## src/pkg/sfpe_pkg.sv

```systemverilog
// Overview of operation
// - host sets write enable before sequential mode
// - first sequential frame: opcode, address, data
// - frame end starts timed byte program
// - later frames: opcode and data, next address
// - host ends sequential mode with write disable
// - only last complete data byte is kept
// - short or ragged frame aborts, clears latch
// - protected start address: no program, clear latch
// - top array byte ends mode, clears latch
// - protected next sector ends mode, clears latch
// - busy shows while a byte programs
// - failed program or erase sets error flag
// - page erase 81h, page address in bytes
// - page erase at frame end, busy meanwhile
// - block erase opcode selects erase size
// - host sets write enable before block erase
// - block erase: opcode, address, extras ignored
// - block erase ignores low address bits
// - short or ragged erase frame aborts, clears latch
// - protected block skips erase, clears latch
// - busy during erase, latch cleared as busy ends
// - status interrupt: output low when busy ends
package sfpe_pkg;
  // ****************************************
  // opcodes
  // ****************************************
  localparam logic [7:0] OP_SEQ_A = 8'hAD;
  localparam logic [7:0] OP_SEQ_B = 8'hAF;
  localparam logic [7:0] OP_PAGE_ERASE = 8'h81;
  localparam logic [7:0] OP_ERASE_4K = 8'h20;
  localparam logic [7:0] OP_ERASE_32K = 8'h52;
  localparam logic [7:0] OP_ERASE_64K = 8'hD8;
  localparam logic [7:0] OP_WRITE_EN = 8'h06;
  localparam logic [7:0] OP_WRITE_DIS = 8'h04;
  localparam logic [7:0] OP_READ_STATUS = 8'h05;
  localparam logic [7:0] OP_STATUS_IRQ = 8'h25;
  // ****************************************
  // array geometry
  // ****************************************
  localparam logic [23:0] TOP_ADDR = 24'h07_FFFF;
  localparam int SECTOR_SHIFT = 16;
  localparam int IRQ_CLOCKS = 16;
  // status bits
  localparam int ST_BUSY = 0;
  localparam int ST_WEL = 1;
  localparam int ST_EPE = 5;
  // ****************************************
  // timing
  // ****************************************
  localparam int CLK_NS = 25;
  localparam int BYTE_PROGRAM_TIME_NS = 8000;
  localparam int PAGE_ERASE_TIME_NS = 8000;
  localparam int BLOCK_ERASE_TIME_NS = 16000;
  localparam int BYTE_PROGRAM_CYC = (BYTE_PROGRAM_TIME_NS + CLK_NS - 1) / CLK_NS;
  localparam int PAGE_ERASE_CYC = (PAGE_ERASE_TIME_NS + CLK_NS - 1) / CLK_NS;
  localparam int BLOCK_ERASE_CYC = (BLOCK_ERASE_TIME_NS + CLK_NS - 1) / CLK_NS;
  localparam int SCK_HALF_CYC = 4;
endpackage

```

## src/pkg/sfpe_if.sv

```systemverilog
`timescale 1ns/1ps
interface sfpe_if;
  logic sck;
  logic cs_n;
  logic mosi;
  logic miso;
  logic miso_oe;
  modport flash (input sck, input cs_n, input mosi, output miso, output miso_oe);
  modport host (output sck, output cs_n, output mosi, input miso, input miso_oe);
endinterface

```

## src/rtl/sfpe_flash.sv

```systemverilog
`timescale 1ns/1ps
module sfpe_flash #(
  parameter int BYTE_PROGRAM_CYC = sfpe_pkg::BYTE_PROGRAM_CYC,
  parameter int PAGE_ERASE_CYC = sfpe_pkg::PAGE_ERASE_CYC,
  parameter int BLOCK_ERASE_CYC = sfpe_pkg::BLOCK_ERASE_CYC
) (
  // clock and reset
  input wire logic clk_i,
  input wire logic nrst_i,
  // link
  sfpe_if.flash link,
  // array side
  input wire logic [15:0] sector_protect_i,
  input wire logic op_fail_i,
  output logic prog_o,
  output logic [23:0] prog_addr_o,
  output logic [7:0] prog_data_o,
  output logic erase_o,
  output logic [23:0] erase_addr_o,
  output logic [1:0] erase_kind_o,
  output logic busy_o,
  output logic write_enable_latch_o,
  output logic erase_program_error_flag_o,
  output logic seq_mode_o
);
  // ****************************************
  // pin synchronisers
  // ****************************************
  logic [1:0] sck_s, cs_s, mosi_s;
  logic sck_d;
  always_ff @(posedge clk_i) begin
    if (!nrst_i) begin
      sck_s <= 2'h0;
      cs_s <= 2'h3;
      mosi_s <= 2'h0;
      sck_d <= 1'b0;
    end else begin
      sck_s <= {sck_s[0], link.sck};
      cs_s <= {cs_s[0], link.cs_n};
      mosi_s <= {mosi_s[0], link.mosi};
      sck_d <= sck_s[1];
    end
  end
  logic cs_n_q, cs_n_d;
  always_ff @(posedge clk_i) begin
    if (!nrst_i) cs_n_d <= 1'b1;
    else cs_n_d <= cs_s[1];
  end
  assign cs_n_q = cs_s[1];
  wire sck_rise = cs_n_q == 1'b0 && sck_s[1] && !sck_d;
  wire sck_fall = cs_n_q == 1'b0 && !sck_s[1] && sck_d;
  wire frame_start = !cs_n_q && cs_n_d;
  wire frame_end = cs_n_q && !cs_n_d;
  // ****************************************
  // shifter
  // ****************************************
  logic [2:0] bit_cnt;
  logic [3:0] byte_cnt;
  logic [7:0] shreg, opcode;
  logic [23:0] addr;
  logic [7:0] data;
  logic have_data;
  wire [7:0] next_byte = {shreg[6:0], mosi_s[1]};
  always_ff @(posedge clk_i) begin
    if (!nrst_i || frame_start) begin
      bit_cnt <= 3'h0;
      byte_cnt <= 4'h0;
      shreg <= 8'h00;
      have_data <= 1'b0;
    end else if (sck_rise) begin
      shreg <= next_byte;
      bit_cnt <= bit_cnt + 3'h1;
      if (bit_cnt == 3'h7) begin
        if (byte_cnt != 4'hF) byte_cnt <= byte_cnt + 4'h1;
        if (byte_cnt == 4'h0) opcode <= next_byte;
        else if (byte_cnt <= 4'h3) addr <= {addr[15:0], next_byte};
        if (byte_cnt >= 4'h1) begin
          data <= next_byte;
          have_data <= 1'b1;
        end
      end
    end
  end
  // ****************************************
  // command decode at frame end
  // ****************************************
  wire aligned = bit_cnt == 3'h0;
  wire is_seq = opcode == sfpe_pkg::OP_SEQ_A || opcode == sfpe_pkg::OP_SEQ_B;
  wire is_blk = opcode == sfpe_pkg::OP_ERASE_4K || opcode == sfpe_pkg::OP_ERASE_32K
    || opcode == sfpe_pkg::OP_ERASE_64K;
  wire is_page = opcode == sfpe_pkg::OP_PAGE_ERASE;
  logic [23:0] blk_base;
  logic blk_prot;
  always_comb begin
    blk_base = addr;
    blk_prot = sector_protect_i[addr[19:16]];
    case (opcode)
      sfpe_pkg::OP_ERASE_4K: blk_base = {addr[23:12], 12'h000};
      sfpe_pkg::OP_ERASE_32K: blk_base = {addr[23:15], 15'h0000};
      default: blk_base = {addr[23:16], 16'h0000};
    endcase
  end
  wire [23:0] page_base = {13'h0000, addr[18:16], addr[15:8]} << 8;
  logic [23:0] seq_addr;
  wire [23:0] seq_next = seq_addr + 24'h00_0001;
  // byte about to be programmed and whether it is the last the mode may take
  wire [23:0] prog_at = seq ? seq_next : addr;
  wire [23:0] prog_after = prog_at + 24'h00_0001;
  wire seq_last = prog_at == sfpe_pkg::TOP_ADDR || sector_protect_i[prog_after[19:16]];
  logic write_enable_latch, seq, seq_stop, busy, erase_program_error_flag, irq_wait;
  logic [31:0] timer;
  always_ff @(posedge clk_i) begin
    if (!nrst_i) begin
      write_enable_latch <= 1'b0;
      seq <= 1'b0;
      seq_stop <= 1'b0;
      seq_addr <= 24'h00_0000;
      prog_o <= 1'b0;
      erase_o <= 1'b0;
      prog_addr_o <= 24'h00_0000;
      prog_data_o <= 8'h00;
      erase_addr_o <= 24'h00_0000;
      erase_kind_o <= 2'h0;
      busy <= 1'b0;
      timer <= 32'h0000_0000;
      erase_program_error_flag <= 1'b0;
    end else begin
      prog_o <= 1'b0;
      erase_o <= 1'b0;
      if (busy) begin
        if (op_fail_i) erase_program_error_flag <= 1'b1;
        if (timer == 32'h0000_0001) begin
          busy <= 1'b0;
          // mode and latch drop together once the last byte is in
          if (seq_stop) seq <= 1'b0;
          write_enable_latch <= seq && !seq_stop;
        end
        timer <= timer - 32'h0000_0001;
      end else if (frame_end && byte_cnt != 4'h0) begin
        if (!aligned) begin
          if (opcode != sfpe_pkg::OP_WRITE_EN && opcode != sfpe_pkg::OP_WRITE_DIS) begin
            write_enable_latch <= 1'b0;
            seq <= 1'b0;
          end
        end else if (opcode == sfpe_pkg::OP_WRITE_EN) begin
          write_enable_latch <= 1'b1;
        end else if (opcode == sfpe_pkg::OP_WRITE_DIS) begin
          write_enable_latch <= 1'b0;
          seq <= 1'b0;
        end else if (is_seq && write_enable_latch) begin
          if (!seq) begin
            if (byte_cnt < 4'h5 || sector_protect_i[addr[19:16]]) begin
              write_enable_latch <= 1'b0;
            end else begin
              prog_o <= 1'b1;
              prog_addr_o <= addr;
              prog_data_o <= data;
              seq_addr <= addr;
              seq <= 1'b1;
              seq_stop <= seq_last;
              busy <= 1'b1;
              timer <= BYTE_PROGRAM_CYC;
              erase_program_error_flag <= 1'b0;
            end
          end else if (!have_data) begin
            write_enable_latch <= 1'b0;
            seq <= 1'b0;
          end else if (seq_addr == sfpe_pkg::TOP_ADDR
              || sector_protect_i[seq_next[19:16]]) begin
            write_enable_latch <= 1'b0;
            seq <= 1'b0;
          end else begin
            prog_o <= 1'b1;
            prog_addr_o <= seq_next;
            prog_data_o <= data;
            seq_addr <= seq_next;
            busy <= 1'b1;
            timer <= BYTE_PROGRAM_CYC;
            erase_program_error_flag <= 1'b0;
            // last byte of array, or last byte before a protected sector, ends the mode after programming
            seq_stop <= seq_last;
          end
        end else if ((is_blk || is_page) && write_enable_latch) begin
          if (byte_cnt < 4'h4 || (is_blk && blk_prot) || (is_page && sector_protect_i[page_base[19:16]])) begin
            write_enable_latch <= 1'b0;
          end else begin
            erase_o <= 1'b1;
            erase_addr_o <= is_page ? page_base : blk_base;
            erase_kind_o <= is_page ? 2'h0 : (opcode == sfpe_pkg::OP_ERASE_4K ? 2'h1
              : opcode == sfpe_pkg::OP_ERASE_32K ? 2'h2 : 2'h3);
            busy <= 1'b1;
            timer <= is_page ? PAGE_ERASE_CYC : BLOCK_ERASE_CYC;
            // an erase also ends any sequential run
            seq_stop <= 1'b1;
            erase_program_error_flag <= 1'b0;
          end
        end
      end
    end
  end
  // ****************************************
  // status readout and active status interrupt
  // ****************************************
  logic [7:0] status, out_sh;
  logic [4:0] clk_cnt;
  logic miso, miso_oe;
  assign status = {2'h0, erase_program_error_flag, 3'h0, write_enable_latch, busy};
  always_ff @(posedge clk_i) begin
    if (!nrst_i) begin
      clk_cnt <= 5'h00;
      irq_wait <= 1'b0;
      miso <= 1'b0;
      miso_oe <= 1'b0;
      out_sh <= 8'h00;
    end else if (cs_n_q) begin
      clk_cnt <= 5'h00;
      irq_wait <= 1'b0;
      miso_oe <= 1'b0;
    end else begin
      if (sck_rise && clk_cnt != 5'h1F) clk_cnt <= clk_cnt + 5'h01;
      if (sck_fall && byte_cnt != 4'h0 && (opcode == sfpe_pkg::OP_READ_STATUS
          || opcode == sfpe_pkg::OP_STATUS_IRQ) && !irq_wait) begin
        miso_oe <= 1'b1;
        miso <= (bit_cnt == 3'h0) ? status[7] : out_sh[7];
        out_sh <= (bit_cnt == 3'h0) ? {status[6:0], 1'b0} : {out_sh[6:0], 1'b0};
      end
      if (opcode == sfpe_pkg::OP_STATUS_IRQ && clk_cnt == 5'(sfpe_pkg::IRQ_CLOCKS)) begin
        irq_wait <= 1'b1;
        miso_oe <= 1'b1;
        miso <= busy;
      end
    end
  end
  assign link.miso = miso;
  assign link.miso_oe = miso_oe;
  always_ff @(posedge clk_i) begin
    if (!nrst_i) begin
      busy_o <= 1'b0;
      write_enable_latch_o <= 1'b0;
      erase_program_error_flag_o <= 1'b0;
      seq_mode_o <= 1'b0;
    end else begin
      busy_o <= busy;
      write_enable_latch_o <= write_enable_latch;
      erase_program_error_flag_o <= erase_program_error_flag;
      seq_mode_o <= seq;
    end
  end
endmodule

```

## src/flat_wrapper.sv

```systemverilog
// flat-port wrapper written by rule: the top's interface ports become plain ports
module sfpe_flash_flat 
#(
  parameter int BYTE_PROGRAM_CYC = sfpe_pkg::BYTE_PROGRAM_CYC,
  parameter int PAGE_ERASE_CYC = sfpe_pkg::PAGE_ERASE_CYC,
  parameter int BLOCK_ERASE_CYC = sfpe_pkg::BLOCK_ERASE_CYC
)
  (clk_i, nrst_i, sector_protect_i, op_fail_i, prog_o, prog_addr_o, prog_data_o, erase_o, erase_addr_o, erase_kind_o, busy_o, write_enable_latch_o, erase_program_error_flag_o, seq_mode_o, link_sck, link_cs_n, link_mosi, link_miso, link_miso_oe);
  sfpe_if link_i ();
  input wire logic clk_i;
  input wire logic nrst_i;
  input wire logic [15:0] sector_protect_i;
  input wire logic op_fail_i;
  output logic prog_o;
  output logic [23:0] prog_addr_o;
  output logic [7:0] prog_data_o;
  output logic erase_o;
  output logic [23:0] erase_addr_o;
  output logic [1:0] erase_kind_o;
  output logic busy_o;
  output logic write_enable_latch_o;
  output logic erase_program_error_flag_o;
  output logic seq_mode_o;
  input wire logic [$bits(link_i.sck)-1:0] link_sck;
  input wire logic [$bits(link_i.cs_n)-1:0] link_cs_n;
  input wire logic [$bits(link_i.mosi)-1:0] link_mosi;
  output wire logic [$bits(link_i.miso)-1:0] link_miso;
  output wire logic [$bits(link_i.miso_oe)-1:0] link_miso_oe;
  assign link_i.sck = link_sck;
  assign link_i.cs_n = link_cs_n;
  assign link_i.mosi = link_mosi;
  assign link_miso = link_i.miso;
  assign link_miso_oe = link_i.miso_oe;
  sfpe_flash #(.BYTE_PROGRAM_CYC(BYTE_PROGRAM_CYC), .PAGE_ERASE_CYC(PAGE_ERASE_CYC), .BLOCK_ERASE_CYC(BLOCK_ERASE_CYC)) u_core (.clk_i(clk_i), .nrst_i(nrst_i), .link(link_i), .sector_protect_i(sector_protect_i), .op_fail_i(op_fail_i), .prog_o(prog_o), .prog_addr_o(prog_addr_o), .prog_data_o(prog_data_o), .erase_o(erase_o), .erase_addr_o(erase_addr_o), .erase_kind_o(erase_kind_o), .busy_o(busy_o), .write_enable_latch_o(write_enable_latch_o), .erase_program_error_flag_o(erase_program_error_flag_o), .seq_mode_o(seq_mode_o));
endmodule
```

## config.mk

```make
export PLATFORM = sky130hd
export DESIGN_NAME = sfpe_flash_flat
export DESIGN_NICKNAME = d
export VERILOG_FILES = /design/src/pkg/sfpe_pkg.sv /design/src/pkg/sfpe_if.sv /design/src/rtl/sfpe_flash.sv /design/src/flat_wrapper.sv
export SDC_FILE = /design/constraint.sdc
export NUM_CORES = 1
export LEC_CHECK = 0
export BUFFER_PORTS_ARGS = -buffer_cell sky130_fd_sc_hd__buf_2
export CORE_MARGIN = 3
export CORE_UTILIZATION = 55
export DETAILED_ROUTE_END_ITERATION = 8
export PLACE_DENSITY = 0.75
export RECOVER_POWER = 25
export SKIP_CTS_REPAIR_TIMING = 1
export SYNTH_ARGS = -nofsm -noshare
export SYNTH_HDL_FRONTEND = slang
export SYNTH_SLANG_ARGS = --single-unit
```

## constraint.sdc

```tcl
create_clock -name clk_i -period 7.8 [get_ports clk_i]
set_input_delay 1.56 -clock clk_i [delete_from_list [all_inputs] [get_ports clk_i]]
set_output_delay 1.56 -clock clk_i [all_outputs]
set_load 0.01 [all_outputs]
```

; ---- After elaboration in Yosys (flattened, before gate mapping)
; Cells that the tools add are included.
[word_totals]
register_bits = 180
[op_classes]
eq_ne = 41
reduce_logical = 62
n_lt_le_gt_ge = 8
bitwise = 11
add_sub_neg = 6
muxes = 96
[ops]
columns = operator, n
row1 = $mux 32, 12
row2 = $mux 24, 6
row3 = $mux 1, 65
row4 = $eq 24x19->1 const B, 2
row5 = $mux 8, 5
row6 = $eq 32x1->1 const B, 1
row7 = $eq 8x8->1 const B, 4
row8 = $pmux 16 s2, 1
row9 = $sub 32x1->32 const B, 1
row10 = $add 24x1->24 const B, 1
row11 = $eq 8x3->1 const B, 3
row12 = $add 20x1->20 const B, 1
row13 = $reduce_and 10->1, 2
row14 = $logic_and 1x1->1, 18
row15 = $reduce_and 9->1, 2
row16 = $eq 8x6->1 const B, 2
row17 = $ne 8x3->1 const B, 2
row18 = $lt 4x5->1 const B, 3
row19 = $reduce_or 7->1, 2
row20 = $bmux 1 s4, 3
row21 = $ne 2x1->1 const B, 6
row22 = $ne 4x4->1 const B, 3
row23 = $ne 6x6->1 const B, 2
row24 = $logic_or 1x1->1, 11
row25 = other kinds (37), 66

; ---- Depth between registers and ports, before layout
[depth]
ltp_word = 14
ltp_mapped = 14

; ---- Worst setup path before layout
; No wires, ideal clock.
[synth_path]
kind = input to register
start = input port nrst_i
end = register u_core.addr[0] (enable)
arrival_time_ns = 4.200
setup_slack_ns = 3.135
n_path_buf = 0
cell_stages = 4
t_required_ns = 7.334
cell_sequence = o21ai_1 > inv_1 > nand3_1 > nor4_1
[synth_between]
elab_chain_cells = 4
[synth_rtl]
columns = element, line
row1 = start: declaration, flat_wrapper.sv:11  ; input wire logic nrst_i;
row2 = $logic_not 1->1, -
row3 = $logic_or 1x1->1, sfpe_flash.sv:65  ; if (!nrst_i || frame_start) begin
row4 = $not 1->1 (no line), -
row5 = $reduce_and 5->1 (no line), -
row6 = end signal: assignment, sfpe_flash.sv:76  ; else if (byte_cnt <= 4'h3) addr <= {addr[15:0], next_byte};
row7 = end: declaration, sfpe_flash.sv:60  ; logic [23:0] addr;
; Every way passes these cells.
; A chain may end at the register's enable or synchronous reset.

; ---- Worst setup path in the final report
[layout_path]
start = input port nrst_i
end = register u_core.prog_addr_o[15]
[layout_rtl]
columns = element, line
row1 = end signal: assignment, sfpe_flash.sv:156  ; prog_addr_o <= addr;
row2 = end signal: assignment, sfpe_flash.sv:174  ; prog_addr_o <= seq_next;
row3 = end: declaration, sfpe_flash.sv:16  ; output logic [23:0] prog_addr_o,
; No word-level cell between the ends.

==> impl_metrics.yaml <==
routing:
  ant_nets: 0
  routed_wire_length_per_instance_um: 17.2
  viasPerCell: 6.03
  first_pass_iters: 5
  num_vias: 7833
  drt_wl_total_mm: 22.4
  drt-initial-drc-count: 749
  drc: 0
floorplanning:
  rows: 45
  io_pins: 88
  die-area_um2: 17600
  initial_core_util_pct: 57.1
  die_w_um: 133
  die_h_um: 133
  core_area_um2: 15500
synth:
  synth-async-reset-ratio_pct: 0
  synth.distinct_cells: 92
  synth_top_area_share_pct: 29.7
  synth.cells.most_frequent: "138 x nand2_1, 131 x dfxtp_1, 98 x nor2_1"
  synth_area_leaders: "dfxtp_1 30%, edfxtp_1 14%, nand2_1 5.9%"
  synthCells: 1027
  ys_seq_area_share_pct: 43.2
  synth_top_area_cell: "dfxtp_1"
  synth_seq_cells: 171
  yosysWarnings: 0
  synth_edf_count: 40
  postSynthAreaPerCell_um2: 8.61
  yosysMostFrequentCell: "nand2_1"
  synth_flop_cell: "dfxtp_1"
  synthesis.area_um2: 8840
timing:
  setup_violations: 0
  post-route-period-util_pct: 59.8
  maxClockFrequency_mhz: 214
  slew_viol_final: 41
  slew-limit-headroom_pct: -25.1
  rsz0062_at_grt: "false"
  fin_ws_ps: 3130
  fin_tns_setup_ps: 0
  finalHoldViolations: 0
  fin_crit_ps: 4670
  finClkSkew_ps: 11.2
  tightest_slew_ps: 1880
worst_setup_path:
  worstSetupStartpointType: "input port"
  max_stage_delay_ps: 1320
  slowest_stage: "clkbuf_1"
  crit_path_cell_trace: "clkbuf_1 > clkinv_1 > buf_4 > o311ai_0"
  critPathCaptureType: "register"
  crit_fanout: 40
  cp_data_arrival_time_ps: 4990
  critical_path_class: "in -> reg"
  required_ps: 8130
clocking:
  clock_latency_ps: 440
  cts_tree: "yes"
  h-tree-depth: 4
  cts_buffers: 17
  clock_sinks: 171
  clock-root-buffer: "clkbuf_16"
  cts.clk_slew.worst_paths_ps: 60
  clockBufferDepth: 2
global_routing:
  gr-total-overflow: 0
  first_global_vias: 7250
  grt_pass1_wl_mm: 37.1
  antenna_found_initial: 0
  grt_max_degree: 52
  grt.total_usage_pct: 25.8
power_and_ir_drop:
  power_mw: 1.77
  leakage_nw: 3.64
  p_per_area_nw_per_um2: 179
  ir_drop_mv: 0.155
worst_hold_path:
  hp-class: "reg -> reg"
placed_design:
  place_ws_ps: 3010
  place_hpwl_mm: 15.4
  io_buffers: 79
  place_congestion: 0.969
  post_dp_cell_area_um2: 9290
final_layout:
  fin_area_um2: 9860
  syn_to_final_growth_pct: 11.5
  fin_nets: 1109
  finish.utilization_pct: 63.7
  n_antenna_cell: 0
  drive_above_1_share_pct: 14.7
job:
  maxCapViolations: 1
outcome:
  run_status: "finished with violations"
  violations: "max-capacitance violations, max-slew violations"
## placed cells by master, fill, tap and decap left out, types with 5 or more instances in the layout
cell type  count
and2_1        10
nor2_1        97
clkbuf_16     18
a211oi_1      12
and3_1         5
nor3_1        32
nand2b_1      11
buf_4          7
nand4_1       15
nor4b_1        5
dfxtp_1      130
buf_2         76
or3_1         15
xnor2_1       37
or3_2          6
nor4_1        19
a21o_1         6
xor2_1         6
nand2_1      138
or2_2          6
nor2b_1        6
nand3_1       50
o31ai_1        8
clkbuf_1       6
inv_1         29
edfxtp_1      40
o21ai_0       33
a21oi_1       83
ha_1          13
conb_1         8
a31oi_1       10
a22oi_1        5
or4_1          9
mux2i_1       14
## power breakdown
part	internal, mW	switching (mW)
logic	0.0110	0.0238
registers	0.903	0.00119
clock network	0.471	0.359
total	1.39	0.384
## worst paths after layout
check / start / to / slack, ps / cells after the start
worst min-delay path: u_core.cs_s[0] / u_core.cs_s[1] / 410 / 1
worst max-delay path: nrst_i / u_core.prog_addr_o[15] / 3130 / 4
worst max register to register: u_core.prog_addr_o[1] / u_core.seq_stop / 3190 / 10
worst min register to register: u_core.cs_s[0] / u_core.cs_s[1] / 410 / 1
## critical path, delay by kind of cell
kind,cells,cell delay (ps)
compound gates,1,340
buf+inv,3,3080
## metal layers
layer / vias up / GRT usage [%] / part of all wire (%)
met2: 316 / 40.4 / 46
met1: 3699 / 35.9 / 45
met5: - / 0 / 0
li1: 3776 / - / -
met4: 0 / 8.78 / 2.5
met3: 42 / 5.06 / 6.5
## area by class of cell
type                    instances  area (µm²)
fillers                      1381        5620
multi-input cells             765        4630
flip-flops and latches        171        3820
clock buffers                  21         472
repair buffers                 87         448
well taps                     211         264
inverters                      32         120
clock inverters                11         109
## through the flow
| stage | hold WS, ps | std cells |
|---|---|---|
| 3_5_place_dp | 396 | 1266 |
| 6_report | 409 | 1298 |
| 5_1_grt | 438 | 1298 |
| 2_1_floorplan | 386 | 1034 |
| 3_3_place_gp | 392 | 1266 |
| 4_1_cts | 412 | 1298 |
## sequential cells by signal, summed over array words and instances, names as in the netlist, 2 cells and up
register             flops
u_core.cs_s              2
u_core.clk_cnt           5
u_core.erase_addr_o     16
u_core.addr             24
u_core.byte_cnt          4
u_core.bit_cnt           3
u_core.prog_addr_o      24
u_core.shreg             7
u_core.opcode            8
u_core.erase_kind_o      2
u_core.timer            32
u_core.sck_s             2
u_core.prog_data_o       8
u_core.out_sh            7
u_core.data              8
u_core.mosi_s            2
## kinds of logic (layout without fill, tap and decap cells)
group,Yosys count,in the layout,share of synthesized area [%]
other,1,8,0.0424
adders and majority gates,13,13,1.84
and+or+nand+nor,468,468,27.1
muxes,19,19,2.73
buffers and inverters,98,151,4.85
DFF,171,171,43.2
xor gates and xnor gates,43,43,4.26
AOI/OAI and AO/OA,214,214,15.9
Power figures use the tool's default switching activity.
